### src/emfc_pkg.sv
// ****************************************************************
// Shared constants for the error monitor fault counter
// ****************************************************************
package emfc_pkg;

  // Counter width and power-on values; only FC_DEFAULT is also loaded on reload events
  localparam int unsigned CNT_W       = 4;
  localparam logic [3:0]  FC_DEFAULT  = 4'h5;
  localparam logic [3:0]  DEC_DEFAULT = 4'h0;

  // Status register layout
  localparam int unsigned STAT_W       = 8;
  localparam int unsigned FLD_CNT_LSB  = 0;
  localparam int unsigned FLD_CNT_MSB  = 3;
  localparam int unsigned FLD_FAIL     = 4;
  localparam int unsigned FLD_DRV_FAIL = 5;
  localparam int unsigned FLD_RST_FAIL = 6;
  localparam int unsigned FLD_RSVD     = 7;
  localparam logic [7:0]  STAT_RESET   = 8'h05;

  // Device state machine codes, as driven by the surrounding state machine
  typedef enum logic [2:0] {
    ST_OFF    = 3'b000,
    ST_INIT   = 3'b001,
    ST_RESET  = 3'b010,
    ST_DIAG   = 3'b011,
    ST_ACTIVE = 3'b100,
    ST_SAFE   = 3'b101
  } emfc_dev_state_t;

endpackage : emfc_pkg

### src/emfc_sat_cnt.sv
`timescale 1ns/1ps
// ****************************************************************
// Saturating up/down counter with synchronous load
// ****************************************************************
module emfc_sat_cnt #(
  parameter int unsigned  W       = 4,
  parameter logic [W-1:0] RST_VAL = '0
) (
  input  wire logic         sys_clk_i,
  input  wire logic         rst_i,
  input  wire logic         load_i,
  input  wire logic [W-1:0] load_val_i,
  input  wire logic         inc_i,
  input  wire logic         dec_i,
  output logic      [W-1:0] cnt_o
);

  logic [W-1:0] cnt_q;
  logic [W-1:0] cnt_d;
  wire          at_max    = (cnt_q == {W{1'b1}});
  wire          at_min    = (cnt_q == '0);
  // Simultaneous up and down cancel out
  wire          step_up   = inc_i && !dec_i && !at_max;
  wire          step_down = dec_i && !inc_i && !at_min;

  // Load wins, then a single step; ends stick instead of wrapping
  assign cnt_d = load_i    ? load_val_i :
                 step_up   ? W'(cnt_q + 1'b1) :
                 step_down ? W'(cnt_q - 1'b1) : cnt_q;

  // Count register
  always_ff @(posedge sys_clk_i) begin
    if (rst_i) begin
      cnt_q <= RST_VAL;
    end else begin
      cnt_q <= cnt_d;
    end
  end

  assign cnt_o = cnt_q;

endmodule : emfc_sat_cnt

### src/emfc_fault_status.sv
`timescale 1ns/1ps
// ****************************************************************
// Controller error signal monitor: fault counter and status register
// ****************************************************************

// Summary of operation
// - Set flags stay latched until a read, self-test run, mode toggle or RESET entry
// - Read clears flags whose cause is gone
// - Counter writes only in DIAGNOSTIC, unlocked
// - Writes touch only counter bits three-zero
// - Failure counter defaults to five
// - Counter reloads five on listed events
// - Detected error increments the counter
// - Correct response decrements the counter
// - Every error sets general failure flag
// - Drive-off threshold sets both failure flags
// - Drive-off threshold in ACTIVE/DIAGNOSTIC forces SAFE unless reset threshold reached
// - Reset flag set when counter reaches threshold
// - Reset threshold in ACTIVE/DIAGNOSTIC forces RESET
// - Status initialised on reset, read, test, mode
// - Device counter writable only DIAGNOSTIC, unlocked
// - SAFE entry from ACTIVE/DIAGNOSTIC bumps device counter
module emfc_fault_status (
  input  wire logic                     sys_clk_i,
  input  wire logic                     rst_i,
  input  wire emfc_pkg::emfc_dev_state_t dev_state_i,
  input  wire logic                     cfg_lock_i,
  input  wire logic                     errmon_enable_i,
  input  wire logic                     errmon_mode_select_i,
  input  wire logic                     logic_self_test_run_i,
  input  wire logic                     logic_self_test_done_i,
  input  wire logic                     errmon_error_i,
  input  wire logic                     errmon_good_i,
  input  wire logic [3:0]               errmon_drive_off_threshold_i,
  input  wire logic [3:0]               errmon_reset_threshold_i,
  input  wire logic                     read_errmon_status_cmd_i,
  input  wire logic                     write_errmon_counter_cmd_i,
  input  wire logic                     write_device_error_count_cmd_i,
  input  wire logic [7:0]               wr_data_i,
  output logic      [7:0]               errmon_status_o,
  output logic      [3:0]               device_error_counter_o,
  output logic                          enter_safe_req_o,
  output logic                          enter_reset_req_o
);
  import emfc_pkg::*;

  // ****************************************************************
  // Event detection
  // ****************************************************************
  emfc_dev_state_t state_prev_q;
  logic            mode_prev_q;
  logic            enable_prev_q;
  logic            fail_flag_q;
  logic            drv_flag_q;
  logic            rst_flag_q;
  logic [3:0]      fc;
  logic [3:0]      dec_cnt;

  // History of the state and control bits, for entry and toggle edges
  always_ff @(posedge sys_clk_i) begin
    if (rst_i) begin
      state_prev_q  <= ST_OFF;
      mode_prev_q   <= 1'b0;
      enable_prev_q <= 1'b0;
    end else begin
      state_prev_q  <= dev_state_i;
      mode_prev_q   <= errmon_mode_select_i;
      enable_prev_q <= errmon_enable_i;
    end
  end

  // Mode and enable history resets to zero, so a strap-level high start counts as a toggle or rise event
  wire enter_reset  = (dev_state_i == ST_RESET) && (state_prev_q != ST_RESET);
  wire enter_diag   = (dev_state_i == ST_DIAG) && (state_prev_q != ST_DIAG);
  wire mode_toggle  = errmon_mode_select_i != mode_prev_q;
  wire enable_rise  = errmon_enable_i && !enable_prev_q;
  wire prev_act_dia = (state_prev_q == ST_ACTIVE) || (state_prev_q == ST_DIAG);
  wire act_or_diag  = (dev_state_i == ST_ACTIVE) || (dev_state_i == ST_DIAG);
  wire safe_entry   = (dev_state_i == ST_SAFE) && prev_act_dia;

  // ****************************************************************
  // Failure counter
  // ****************************************************************
  // reload event set
  wire reload_evt = enter_reset || enter_diag || logic_self_test_done_i ||
                    mode_toggle || enable_rise;
  wire wr_allowed = (dev_state_i == ST_DIAG) && !cfg_lock_i;
  wire fc_wr_ok   = write_errmon_counter_cmd_i && wr_allowed;
  wire fc_load    = reload_evt || fc_wr_ok;
  // Reload wins over a write in the same cycle
  wire [3:0] fc_load_val = reload_evt ? FC_DEFAULT : wr_data_i[FLD_CNT_MSB:FLD_CNT_LSB];

  emfc_sat_cnt #(
    .W       (CNT_W),
    .RST_VAL (FC_DEFAULT)
  ) u_fail_cnt (
    .sys_clk_i  (sys_clk_i),
    .rst_i      (rst_i),
    .load_i     (fc_load),
    .load_val_i (fc_load_val),
    .inc_i      (errmon_error_i),
    .dec_i      (errmon_good_i),
    .cnt_o      (fc)
  );

  // ****************************************************************
  // Device error counter
  // ****************************************************************
  // gated write
  wire dec_wr_ok = write_device_error_count_cmd_i && wr_allowed;

  emfc_sat_cnt #(
    .W       (CNT_W),
    .RST_VAL (DEC_DEFAULT)
  ) u_device_error_counter (
    .sys_clk_i  (sys_clk_i),
    .rst_i      (rst_i),
    .load_i     (dec_wr_ok),
    .load_val_i (wr_data_i[FLD_CNT_MSB:FLD_CNT_LSB]),
    .inc_i      (safe_entry),
    .dec_i      (1'b0),
    .cnt_o      (dec_cnt)
  );

  // ****************************************************************
  // Status flags
  // ****************************************************************
  // threshold compares, on the registered count
  wire drv_cond  = fc >= errmon_drive_off_threshold_i;
  wire rst_cond  = fc >= errmon_reset_threshold_i;
  wire fail_set  = errmon_error_i || drv_cond;
  // clear sources; a cause in the same cycle wins
  wire flag_clr  = read_errmon_status_cmd_i || logic_self_test_run_i ||
                   mode_toggle || enter_reset;
  wire fail_d    = fail_set || (fail_flag_q && !flag_clr);
  wire drv_d     = drv_cond || (drv_flag_q && !flag_clr);
  wire rst_d     = rst_cond || (rst_flag_q && !flag_clr);

  always_ff @(posedge sys_clk_i) begin
    if (rst_i) begin
      fail_flag_q <= STAT_RESET[FLD_FAIL];
      drv_flag_q  <= STAT_RESET[FLD_DRV_FAIL];
      rst_flag_q  <= STAT_RESET[FLD_RST_FAIL];
    end else begin
      fail_flag_q <= fail_d;
      drv_flag_q  <= drv_d;
      rst_flag_q  <= rst_d;
    end
  end

  assign errmon_status_o        = {1'b0, rst_flag_q, drv_flag_q, fail_flag_q, fc};
  assign device_error_counter_o = dec_cnt;

  // ****************************************************************
  // State machine requests
  // ****************************************************************
  // reset request has priority over SAFE
  assign enter_reset_req_o = rst_cond && act_or_diag;
  assign enter_safe_req_o  = drv_cond && act_or_diag && !enter_reset_req_o;
endmodule : emfc_fault_status

### config.mk
export PLATFORM = sky130hd
export DESIGN_NAME = emfc_fault_status
export DESIGN_NICKNAME = d
export VERILOG_FILES = /design/src/emfc_pkg.sv /design/src/emfc_sat_cnt.sv /design/src/emfc_fault_status.sv
export SDC_FILE = /design/constraint.sdc
export NUM_CORES = 1
export LEC_CHECK = 0
export ABC_AREA = 1
export BUFFER_PORTS_ARGS = -buffer_cell sky130_fd_sc_hd__buf_2
export CAP_MARGIN = 20
export CORE_MARGIN = 2
export CORE_UTILIZATION = 50
export CTS_CLUSTER_SIZE = 14
export DETAILED_ROUTE_END_ITERATION = 8
export GPL_TIMING_DRIVEN = 0
export PLACE_DENSITY_LB_ADDON = 0.12
export SLEW_MARGIN = 25
export SYNTH_ARGS = -nofsm -noshare
export SYNTH_HDL_FRONTEND = slang
export SYNTH_SLANG_ARGS = --single-unit
### constraint.sdc
create_clock -name sys_clk_i -period 2.1 [get_ports sys_clk_i]
set_clock_uncertainty 0.2 [all_clocks]
set_input_delay 0 -clock sys_clk_i [delete_from_list [all_inputs] [get_ports sys_clk_i]]
set_output_delay 0 -clock sys_clk_i [all_outputs]
set_load 0.01 [all_outputs]
=== Word level (Yosys, flattened, before mapping) ===
Cells that the tools add are included.
Widths: inputs -> output; s select.

* Add/subtract/negate cells: 3
* Multipliers: 0
* Divide/modulo/power cells: 0
* $lt $le $gt $ge: 2
* Equal/unequal tests: 11
* Shift operators: 0
* Mux-type cells: 6
* Bitwise operators: 0
* Reduce and logical (&&, ||, !) cells: 44

{| class="wikitable"
|+ Operators with widths
! operator !! number
|-
| $mux 4 || 6
|-
| $logic_and 1x1->1 || 18
|-
| $logic_or 1x1->1 || 14
|-
| $eq 3x2->1 const B || 3
|-
| $eq 3x3->1 const B || 3
|-
| $logic_not 1->1 || 9
|-
| $add 4x1->4 const B || 2
|-
| $eq 4x4->1 const B || 2
|-
| $ge 4x4->1 || 2
|-
| $ne 3x2->1 const B || 2
|-
| $logic_not 4->1 || 1
|-
| $sub 4x1->4 const B || 1
|-
| $reduce_bool 3->1 || 1
|-
| $reduce_bool 2->1 || 1
|-
| $ne 1x1->1 || 1
|}

* Register bits after elaboration: 16
* Latch bits: 0
* RAM bits: 0
* ROM bits: 0
* Bits of input ports: 31
* Output and inout bits: 14
* Word-level logic and storage cells: 74
* Memories kept: 0

=== Depth between registers and ports, before layout ===
Gate-level depths: netlist of run 1.

* Depth after elaboration: 8
* Depth in mapped cells: 12
* Depth with buffers taken out: 12

=== By module ===
Synthesis of run 1 repeated with hierarchy kept, for this count alone.

* Cell total of the unflattened synthesis: 217
* Area total of the unflattened synthesis: 1390.1 um^2

{| class="wikitable"
|+ Modules (own cells, without submodules)
! module !! times used !! cells an instance !! area an instance (um^2) !! seq. area each (um^2)
|-
| emfc_fault_status || 1 || 114 || 701.9 || 160.2
|-
| emfc_sat_cnt (u_device_error_counter) || 1 || 49 || 350.3 || 80.1
|-
| emfc_sat_cnt (u_fail_cnt) || 1 || 54 || 337.8 || 80.1
|}

=== Worst setup path after synthesis of run 1 ===
Ideal clock, no wire load.

* Kind: flip-flop to flip-flop
* Start point: register u_fail_cnt.cnt_q[1] (netlist: u_fail_cnt.cnt_o[1])
* End point: register u_fail_cnt.cnt_q[3] (netlist: u_fail_cnt.cnt_o[3])
* Setup time: 64 ps
* Arrival time: 1660 ps
* Path slack: 176 ps
* Cell stages (with the launch flop): 11
* Cell sequence: dfxtp_1 > nand2_1 > o21ai_2 > ha_1 > nand2_1 > nand2_1 > nor2_1 > nand3_1 > a21oi_1 > nor2_1 > nor2_1

* Word-level cells in the longest chain between the ends: 5

{| class="wikitable"
|+ Ends and longest elaborated chain
! item !! line !! source
|-
| start, declared || emfc_sat_cnt.sv:18 || <nowiki>logic [W-1:0] cnt_q;</nowiki>
|-
| start signal, assigned || emfc_sat_cnt.sv:36 || <nowiki>cnt_q <= cnt_d;</nowiki>
|-
| branches (longest 5 deep; another with $sub 4x1->4) || n/a ||
|}

Parallel ways; which one is timed is not known. The select of a mux whose other input is x is not followed.
A chain may end at the register's enable or synchronous reset.

=== Worst setup path after layout of run 1 ===
* Start point: register u_fail_cnt.cnt_q[1] (netlist: u_fail_cnt.cnt_o[1])
* End point: output port enter_reset_req_o

* Word-level cells in the longest chain between the ends: 2

{| class="wikitable"
|+ Ends and longest elaborated chain
! item !! line !! source
|-
| $ge 4x4->1 || emfc_fault_status.sv:130 || <nowiki>wire rst_cond = fc >= errmon_reset_threshold_i;</nowiki>
|-
| $logic_and 1x1->1 || emfc_fault_status.sv:158 || <nowiki>assign enter_reset_req_o = rst_cond && act_or_diag;</nowiki>
|-
| end, declared || emfc_fault_status.sv:43 || <nowiki>output logic enter_reset_req_o</nowiki>
|}

No other way between the ends.

==> results of run 1 <==
==> worst max-delay path by stage <==
stage	start	endpoint	slack (ps)	depth (start not counted)
6_report	u_fail_cnt.cnt_o[1]	enter_reset_req_o	140	9
5_1_grt	u_fail_cnt.cnt_o[0]	enter_safe_req_o	20	9
2_1_floorplan	u_fail_cnt.cnt_o[1]	u_fail_cnt.cnt_o[3]	180	10
4_1_cts	u_fail_cnt.cnt_o[2]	u_fail_cnt.cnt_o[3]	40	10
3_5_place_dp	u_fail_cnt.cnt_o[1]	u_fail_cnt.cnt_o[3]	4	10
3_3_place_gp	u_fail_cnt.cnt_o[1]	u_fail_cnt.cnt_o[3]	6	10
==> logic make-up (layout without fill, tap and decap cells) <==
group	count (synthesis)	in the layout	synth area share, %
buffers and inverters	45	103	14.22
other	1	1	0.2879
XOR/XNOR	3	3	2.018
AO/OA/AOI/OAI	26	26	10.76
flip-flops	16	16	24.59
AND/OR/NAND/NOR	95	95	36.02
adder cells (fa/ha/maj)	12	12	12.10
==> where the power goes <==
group	switching (W)	internal, W
registers	0.0000147	0.000316
clock network	0.000102	0.0000666
logic	0.000116	0.000105
total	0.000233	0.000488
==> critical path: stages (launching register included) <==
cell and delay [ps]:
dfxtp_4 390, ha_1 300, inv_1 40, nor2_1 80
o21ai_0 80, nand3_1 90, inv_1 60, or2_2 270
inv_1 50, buf_2 110
==> per-layer routing <==
| metal | share of wire (%) | vias to the layer above |
|---|---|---|
| met5 | 0 | - |
| met4 | 0.51 | 0 |
| met2 | 48 | 40 |
| li1 | - | 733 |
| met3 | 5.7 | 2 |
| met1 | 45 | 621 |
==> repair_timing <==
| action | 4_1_cts | 5_1_grt |
|---|---|---|
| endpoints found under the setup margin | 2 | 4 |
| pin swaps | 0 | 1 |
| endpoints found under the hold margin | 16 | 0 |
| resized for setup | 2 | 9 |
| hold buffers | 14 | 0 |
| buffers inserted | 0 | 2 |
==> layout by cell type (no fill, tap or decap) <==
cell type      count
nand2b_1           1
dfxtp_4            3
or2_2              1
nor3_2             1
clkbuf_1           1
xnor2_1            1
clkinv_2           1
o21ai_1            2
conb_1             1
nand2_4            1
inv_2              5
ha_1              11
nand2_1           38
inv_1             34
o21ai_4            1
a21oi_2            2
o21ai_0            5
xor2_1             2
dfxtp_2            1
buf_4              6
clkbuf_4           3
buf_2             39
o21a_1             1
nor2_1            23
nand4_1            4
nand3_1           12
dlygate4sd3_1     14
a21oi_1           15
nor2_4             3
nor3_1             1
fa_1               1
nand3_2            3
nand2_2            2
nor2_2             4
dfxtp_1           12
nand3_4            1
==> per-stage QoR <==
step / worst slack [ps] / cell area, um2 / hold slack (ps)
global placement: 5.518 / 1535 / -6.932
global route: 23.07 / 1739 / 29.11
finish: 144.2 / 1739 / -2.632
detailed placement: 4.427 / 1535 / 1.118
floorplan: 176.0 / 1303 / -130.9
CTS: 36.17 / 1700 / 6.917
==> flip-flops by register name (all words and copies together) (netlist names) <==
name and flops:
drv_flag_q 1, enable_prev_q 1, fail_flag_q 1, mode_prev_q 1, rst_flag_q 1, state_prev_q 3, u_device_error_counter.cnt_o 4, u_fail_cnt.cnt_o 4
==> cell type report <==
type | count | area, um2
buffer | 5 | 33.78
clock buffer | 3 | 22.52
fill | 242 | 738.2
inverter | 40 | 151.4
multi-input combinational | 137 | 810.8
sequential | 16 | 332.8
tap | 30 | 37.54
timing repair buffer | 55 | 350.3
==> run metrics, run 1 <==
status=finished, violations left; failing checks=hold timing; crit path kind=register to primary output; initial core utilization=52.58%; mean number of vias per cell=4.881; largest cells by area after synthesis=dfxtp_1 25%, nand2_1 11%, ha_1 11%; DR iter-0 viols=24; TritonCTS clock tree=built; Yosys cell types=31; DP HPWL=2224 um; Max Cap Violations=0; reg2reg start=u_fail_cnt.cnt_o[1]; Max IR drop VDD=0.4273 mV; met1 Use GR=28.36%; # setup viols final=0; r2r setup slk=170 ps; Util after Layout=70.20%; largest net degree at the start of global routing=11; Tmin final=1956 ps; core footprint=0.002477 mm2; Clock Latency Late Sink=290 ps; #FFs+latches synth=16; FMAX=511.3 MHz; ANT nets after route=0; routed wire length=3127 um; routability cong.=0.7949; Post-synth top cells=38 x nand2_1, 35 x inv_1, 24 x nor2_1; Hold Slack=-2.632 ps; Post-synth ARST share=0%; Yosys top cell by area=dfxtp_1; clock tree sinks=16; crit share post-route=93.13%; sequential fraction of the synthesis area=24.59%; via count=1396; RSZ-0062 raised after global routing=false; Critical Path End Type=primary output; setup TNS=0 ps; Post-Synthesis Cells=198; hold_sp=write_errmon_counter_cmd_i; crit-path max FO=8; EDFF count, synth=0; Pleak=0.9320 nW; Ys Warns=0; n_diodes=0; worst path required time=1900 ps; DRC viols=0; initial antenna violation count=0; H-tree depth=1; grt total ovfl=0; Placed Cells=267; busiest grt layer=met2; Layout area overhead=33.53%; GRT Total Usage=22.98%; share of post-route cells with drive strength above 1=30.08%; CP Data Arrival Time=1760 ps; first-pass iteration count of the detailed router=4; TritonCTS Buffers=3; clock transition at the registers of the reported paths=100 ps; die area=0.003029 mm2; first-pass GRT wire length=5064 um; top-area cell type share of the netlist area=24.59%; Worst Hold Path EP=u_fail_cnt.cnt_o[0]; count of input and output buffers=39; die extent in x=55.04 um; Synth Area per Inst=6.578 um2; CTS Root Cell=clkbuf_4; hold depth=5; num rows=18; GR Layer Usage met3=4.839%; element type at the critical path start=register; IO Pins=45; met2 Use GR=42.06%; Power Dens Cells=414.2 mW/mm2; worst reg2reg path depth=10; max-slew violations=0; Die Height=55.04 um; Finished Layout Cells=286; total power=0.0007203 W; final hold violations=1; nets=301; Worst Hold Class=input pin to register; routed len/inst=10.93 um; vias in the first global route=1263; Max Buffers Root-to-Sink=2; count leader, synth=nand2_1; post-synthesis cell area=0.001302 mm2; Reg2Reg Capture Point=u_fail_cnt.cnt_o[3]; syn nets=241; Synth Flop Type=dfxtp_1
Power figures use the tool's default switching activity.
==> run 2, diff against run 1 <==
- CORE_UTILIZATION: 50 -> 35
- CTS_BUF_LIST: not set -> sky130_fd_sc_hd__clkbuf_8
- TNS_END_PERCENT: not set -> 10
==> run 2 against run 1 <==
Net effect:
- the flow now finishes without violations
- worst setup slack got worse by 53 ps
- count of clock-buffer cells in the layout is 1 higher
- die area increased by 39%
- fmax decreased by 2.6%
- first-iteration DRC count increased by 110%
- sequential share of layout area shrank 0.80 points
- flip-flop and latch count is the same
- via count down 4.6%
- total power grew 14%
- core utilization shrank 21 points
- sequential power is essentially flat
- critical path depth unchanged
==> run metrics, run 2 (synthesis results as in run 1) <==
Finished Layout Cells=303; fill cell count=381; Die Height=65.01 um; H-tree depth=1; Power Dens Cells=459.8 mW/mm2; routability cong.=0.8024; DRC viols=0; die area=0.004226 mm2; num rows=22; count of input and output buffers=39; most frequent cells in the layout=39 x buf_2, 38 x nand2_1, 35 x inv_1, 22 x nor2_1, 15 x a21oi_1; met1 Use GR=20.32%; IO Pins=45; DP HPWL=2314 um; initial antenna violation count=0; busiest grt layer=met2; Max Buffers Root-to-Sink=2; DR iter-0 viols=51; FMAX=497.8 MHz; via count=1332; max-slew violations=0; Max Cap Violations=0; GRT Total Usage=15.12%; ANT nets after route=0; Util after Layout=49.38%; Clock Latency Late Sink=250 ps; TritonCTS Buffers=3; TritonCTS clock tree=built; CTS Root Cell=clkbuf_8; CP Data Arrival Time=1810 ps; worst path required time=1900 ps; Layout area overhead=36.70%; crit share post-route=95.65%; r2r setup slk=170 ps; Critical Path End Type=primary output; routed wire length=2951 um; first-pass iteration count of the detailed router=4; clock transition at the registers of the reported paths=70 ps; vias in the first global route=1192; Storage cell area=326.6 um2; core footprint=0.003606 mm2; Pleak=0.9395 nW; Tmin final=2009 ps; Post-CTS Setup Bufs=0; nets=299; routed len/inst=9.739 um; largest net degree at the start of global routing=11; element type at the critical path start=register; Max IR drop VDD=0.3536 mV; die extent in x=65.01 um; grt total ovfl=0; total power=0.0008186 W; clock tree sinks=16; crit path kind=register to primary output; # setup viols final=0; initial core utilization=36.12%; status=completed; Worst Hold Class=input pin to register; crit-path max FO=6; RSZ-0062 raised after global routing=true; met2 Use GR=24.87%; n_diodes=0; mean number of vias per cell=4.396; commonest non-fill, non-tap cell in the layout=buf_2; first-pass GRT wire length=5064 um; footprint of the multi-input gates=818.3 um2; Placed Cells=285; share of post-route cells with drive strength above 1=29.41%; GR Layer Usage met3=3.646%; final hold violations=0
run 2: cell type report:
| type | count | area share, % |
|---|---|---|
| Tap cell | 48 | 3.373 |
| Buffer | 5 | 1.897 |
| Clock buffer | 4 | 3.092 |
| Timing Repair Buffer | 53 | 18.83 |
| Multi-Input combinational cell | 137 | 45.96 |
| Sequential cell | 16 | 18.34 |
| Inverter | 40 | 8.503 |
run 2: metrics by stage:
stage	worst slack, ps	setup TNS (ps)	instance area, um2	hold WS, ps
after global placement	-65.70	-65.70	1558	3.592
after detailed placement	-91.99	-91.99	1558	-3.749
after CTS	14.77	0	1757	36.12
final	91.26	0	1780	40.99
after floorplan	176.0	0	1303	-130.9
after global routing	-64.13	-64.13	1780	101.1
run 2: worst paths after layout:
path,start,to,depth (start not counted)
worst min register to register,u_device_error_counter.cnt_o[3],u_device_error_counter.cnt_o[3],2
worst max-delay path,u_fail_cnt.cnt_o[0],enter_safe_req_o,9
worst min-delay path,write_errmon_counter_cmd_i,u_fail_cnt.cnt_o[0],5
worst max register to register,u_fail_cnt.cnt_o[3],u_fail_cnt.cnt_o[3],10
run 2: metal layers:
metal	share of wire, %	up-vias	wire length, um
li1	-	728	-
met1	47	578	1396
met2	48	24	1427
met3	3.9	2	114
met4	0.41	0	12
met5	0	-	0
run 2: power by group:
group          total (W)  leakage, nW  internal, W  switching, W
registers       0.000332        0.131     0.000318     0.0000141
logic           0.000213        0.779     0.000100      0.000113
clock network   0.000273       0.0288     0.000166      0.000107
total           0.000819        0.940     0.000584      0.000234
run 2: what timing repair did:
action | 4_1_cts | 5_1_grt
endpoints found under the setup margin | 2 | 2
cloned | 0 | 0
hold buffers | 14 | 0
hold endpoints to repair | 16 | 0
gates resized for setup | 3 | 6
run 2: worst max-delay path, stage by stage, from the launching register on:
cell,delay [ps]
dfxtp_2,400
inv_1,120
ha_1,280
inv_1,60
a21oi_1,50
o21ai_0,140
nand2_1,100
a21oi_2,210
nor3_1,60
buf_2,140
==> run 3, diff against run 2 <==
- CORE_UTILIZATION: 35 -> 52
==> run 3 against run 2 <==
Net effect:
- register-to-register slack is essentially flat
- global-route usage grew 8.6 points
- core utilization grew 22 points
- worst setup slack gained 62 ps
- largest cell class unchanged
- largest power group unchanged
- critical path depth grew 4
- final cell count shrank 6.3%
- flip-flop and latch count is the same
- total power shrank 4.1%
- sequential power is essentially flat
- hold slack lost 16 ps
- count of clock-buffer cells in the layout shrank 1
==> run metrics, run 3 (synthesis results as in run 1) <==
status=completed; commonest non-fill, non-tap cell in the layout=buf_2; FMAX=513.7 MHz; Clock Latency Late Sink=260 ps; Tmin final=1947 ps; initial antenna violation count=0; crit share post-route=92.70%; count of input and output buffers=39; hold depth=5; met1 Use GR=27.87%; busiest grt layer=met2; GR Layer Usage met3=6.667%; r2r setup slk=170 ps; vias in the first global route=1223; CTS Root Cell=clkbuf_8; largest net degree at the start of global routing=11; total power=0.0007850 W; clock tree sinks=16; RSZ-0062 raised after global routing=false; DR iter-0 viols=14; final hold violations=0; routability cong.=0.7760; Layout area overhead=33.62%; Finished Layout Cells=284; core footprint=0.002432 mm2; met2 Use GR=39.84%; worst reg2reg path depth=10; Worst Hold Path EP=u_fail_cnt.cnt_o[0]; grt total ovfl=0; GRT Total Usage=23.73%; crit-path max FO=5; Max IR drop VDD=0.4158 mV; Max Cap Violations=0; first-pass iteration count of the detailed router=4; Pleak=0.9326 nW; worst path required time=2090 ps; Max Buffers Root-to-Sink=2; TritonCTS Buffers=3; Die Height=54.05 um; H-tree depth=1; n_diodes=0; Critical Path End Type=register; Power Dens Cells=451.1 mW/mm2; Placed Cells=267; die extent in x=54.05 um; TritonCTS clock tree=built; num rows=18; DRC viols=0; via count=1353; element type at the critical path start=input pin; final instance area=0.001740 mm2; die area=0.002921 mm2; reg2reg start=u_fail_cnt.cnt_o[2]; max-slew violations=0; initial core utilization=53.55%; Worst Hold Class=input pin to register; routed len/inst=10.44 um; CP Data Arrival Time=1940 ps; IO Pins=45; Post-CTS Setup Bufs=0; ANT nets after route=0; clock transition at the registers of the reported paths=60 ps; most frequent cells in the layout=39 x buf_2, 38 x nand2_1, 35 x inv_1, 23 x nor2_1, 15 x a21oi_1; Reg2Reg Capture Point=u_fail_cnt.cnt_o[3]; first-pass GRT wire length=4892 um; hold_sp=write_errmon_counter_cmd_i; Post-DP Area=0.001535 mm2; # setup viols final=0; crit path kind=input pin to register; mean number of vias per cell=4.764; DP HPWL=2261 um; nets=299; routed wire length=2966 um; share of post-route cells with drive strength above 1=29.13%
run 3: changes by cell type in the layout (fill, tap and decap cells not counted), sizes merged:
cell / delta
clkbuf: -1
run 3: report_power, final:
part           internal, W  leakage [nW]  switching, W  total (W)
Clock             0.000128        0.0216      0.000113   0.000241
Combinational    0.0000995         0.779      0.000112   0.000212
Sequential        0.000318         0.132     0.0000146   0.000332
run 3: per-layer routing:
| metal | routed length (um) | up-vias |
|---|---|---|
| li1 | - | 732 |
| met1 | 1369 | 583 |
| met2 | 1401 | 34 |
| met3 | 147 | 4 |
| met4 | 48 | 0 |
| met5 | 0 | - |
run 3: metrics by stage:
| stage | setup TNS (ps) | setup slack, ps | utilization [%] | hold slack [ps] |
|---|---|---|---|---|
| after floorplan | 0 | 176.0 | - | -130.9 |
| after global placement | 0 | 35.60 | 63.12 | -7.076 |
| after detailed placement | -7.736 | -7.736 | 63.12 | -3.897 |
| after CTS | 0 | 23.69 | 70.68 | 19.67 |
| after global routing | 0 | 0.2103 | 71.55 | 42.48 |
| final | 0 | 153.3 | 71.55 | 24.68 |
run 3: layout make-up:
type	instances	area (um2)
repair buffers	53	335.3
well taps	30	37.54
multi-input cells	137	810.8
clock buffers	3	41.29
fillers	217	691.9
plain buffers	5	33.78
inverters	40	151.4
flip-flops and latches	16	330.3
run 3: timing repair:
action / 4_1_cts / 5_1_grt
resized for setup: 2 / 8
setup endpoints to repair: 2 / 3
endpoints found under the hold margin: 16 / 0
pin swaps: 0 / 1
hold buffers: 14 / 0
run 3: worst max-delay path by stage:
| stage | cells after the start | to | from |
|---|---|---|---|
| 3_5_place_dp | 10 | u_fail_cnt.cnt_o[3] | u_fail_cnt.cnt_o[1] |
| 5_1_grt | 9 | enter_safe_req_o | u_fail_cnt.cnt_o[0] |
| 2_1_floorplan | 10 | u_fail_cnt.cnt_o[3] | u_fail_cnt.cnt_o[1] |
| 6_report | 13 | u_fail_cnt.cnt_o[3] | errmon_error_i |
| 4_1_cts | 10 | u_fail_cnt.cnt_o[3] | u_fail_cnt.cnt_o[2] |
| 3_3_place_gp | 10 | u_fail_cnt.cnt_o[3] | u_fail_cnt.cnt_o[1] |
run 3: worst max-delay path: stages:
cell           delay [ps]
dlygate4sd3_1         540
buf_2                 120
inv_1                  60
nor2_2                150
o21ai_4               100
ha_1                  330
nand2_1                80
nand2_1                40
nor2_1                140
nand3_1                90
a21oi_1               150
nor2_1                 60
nor2_1                 70
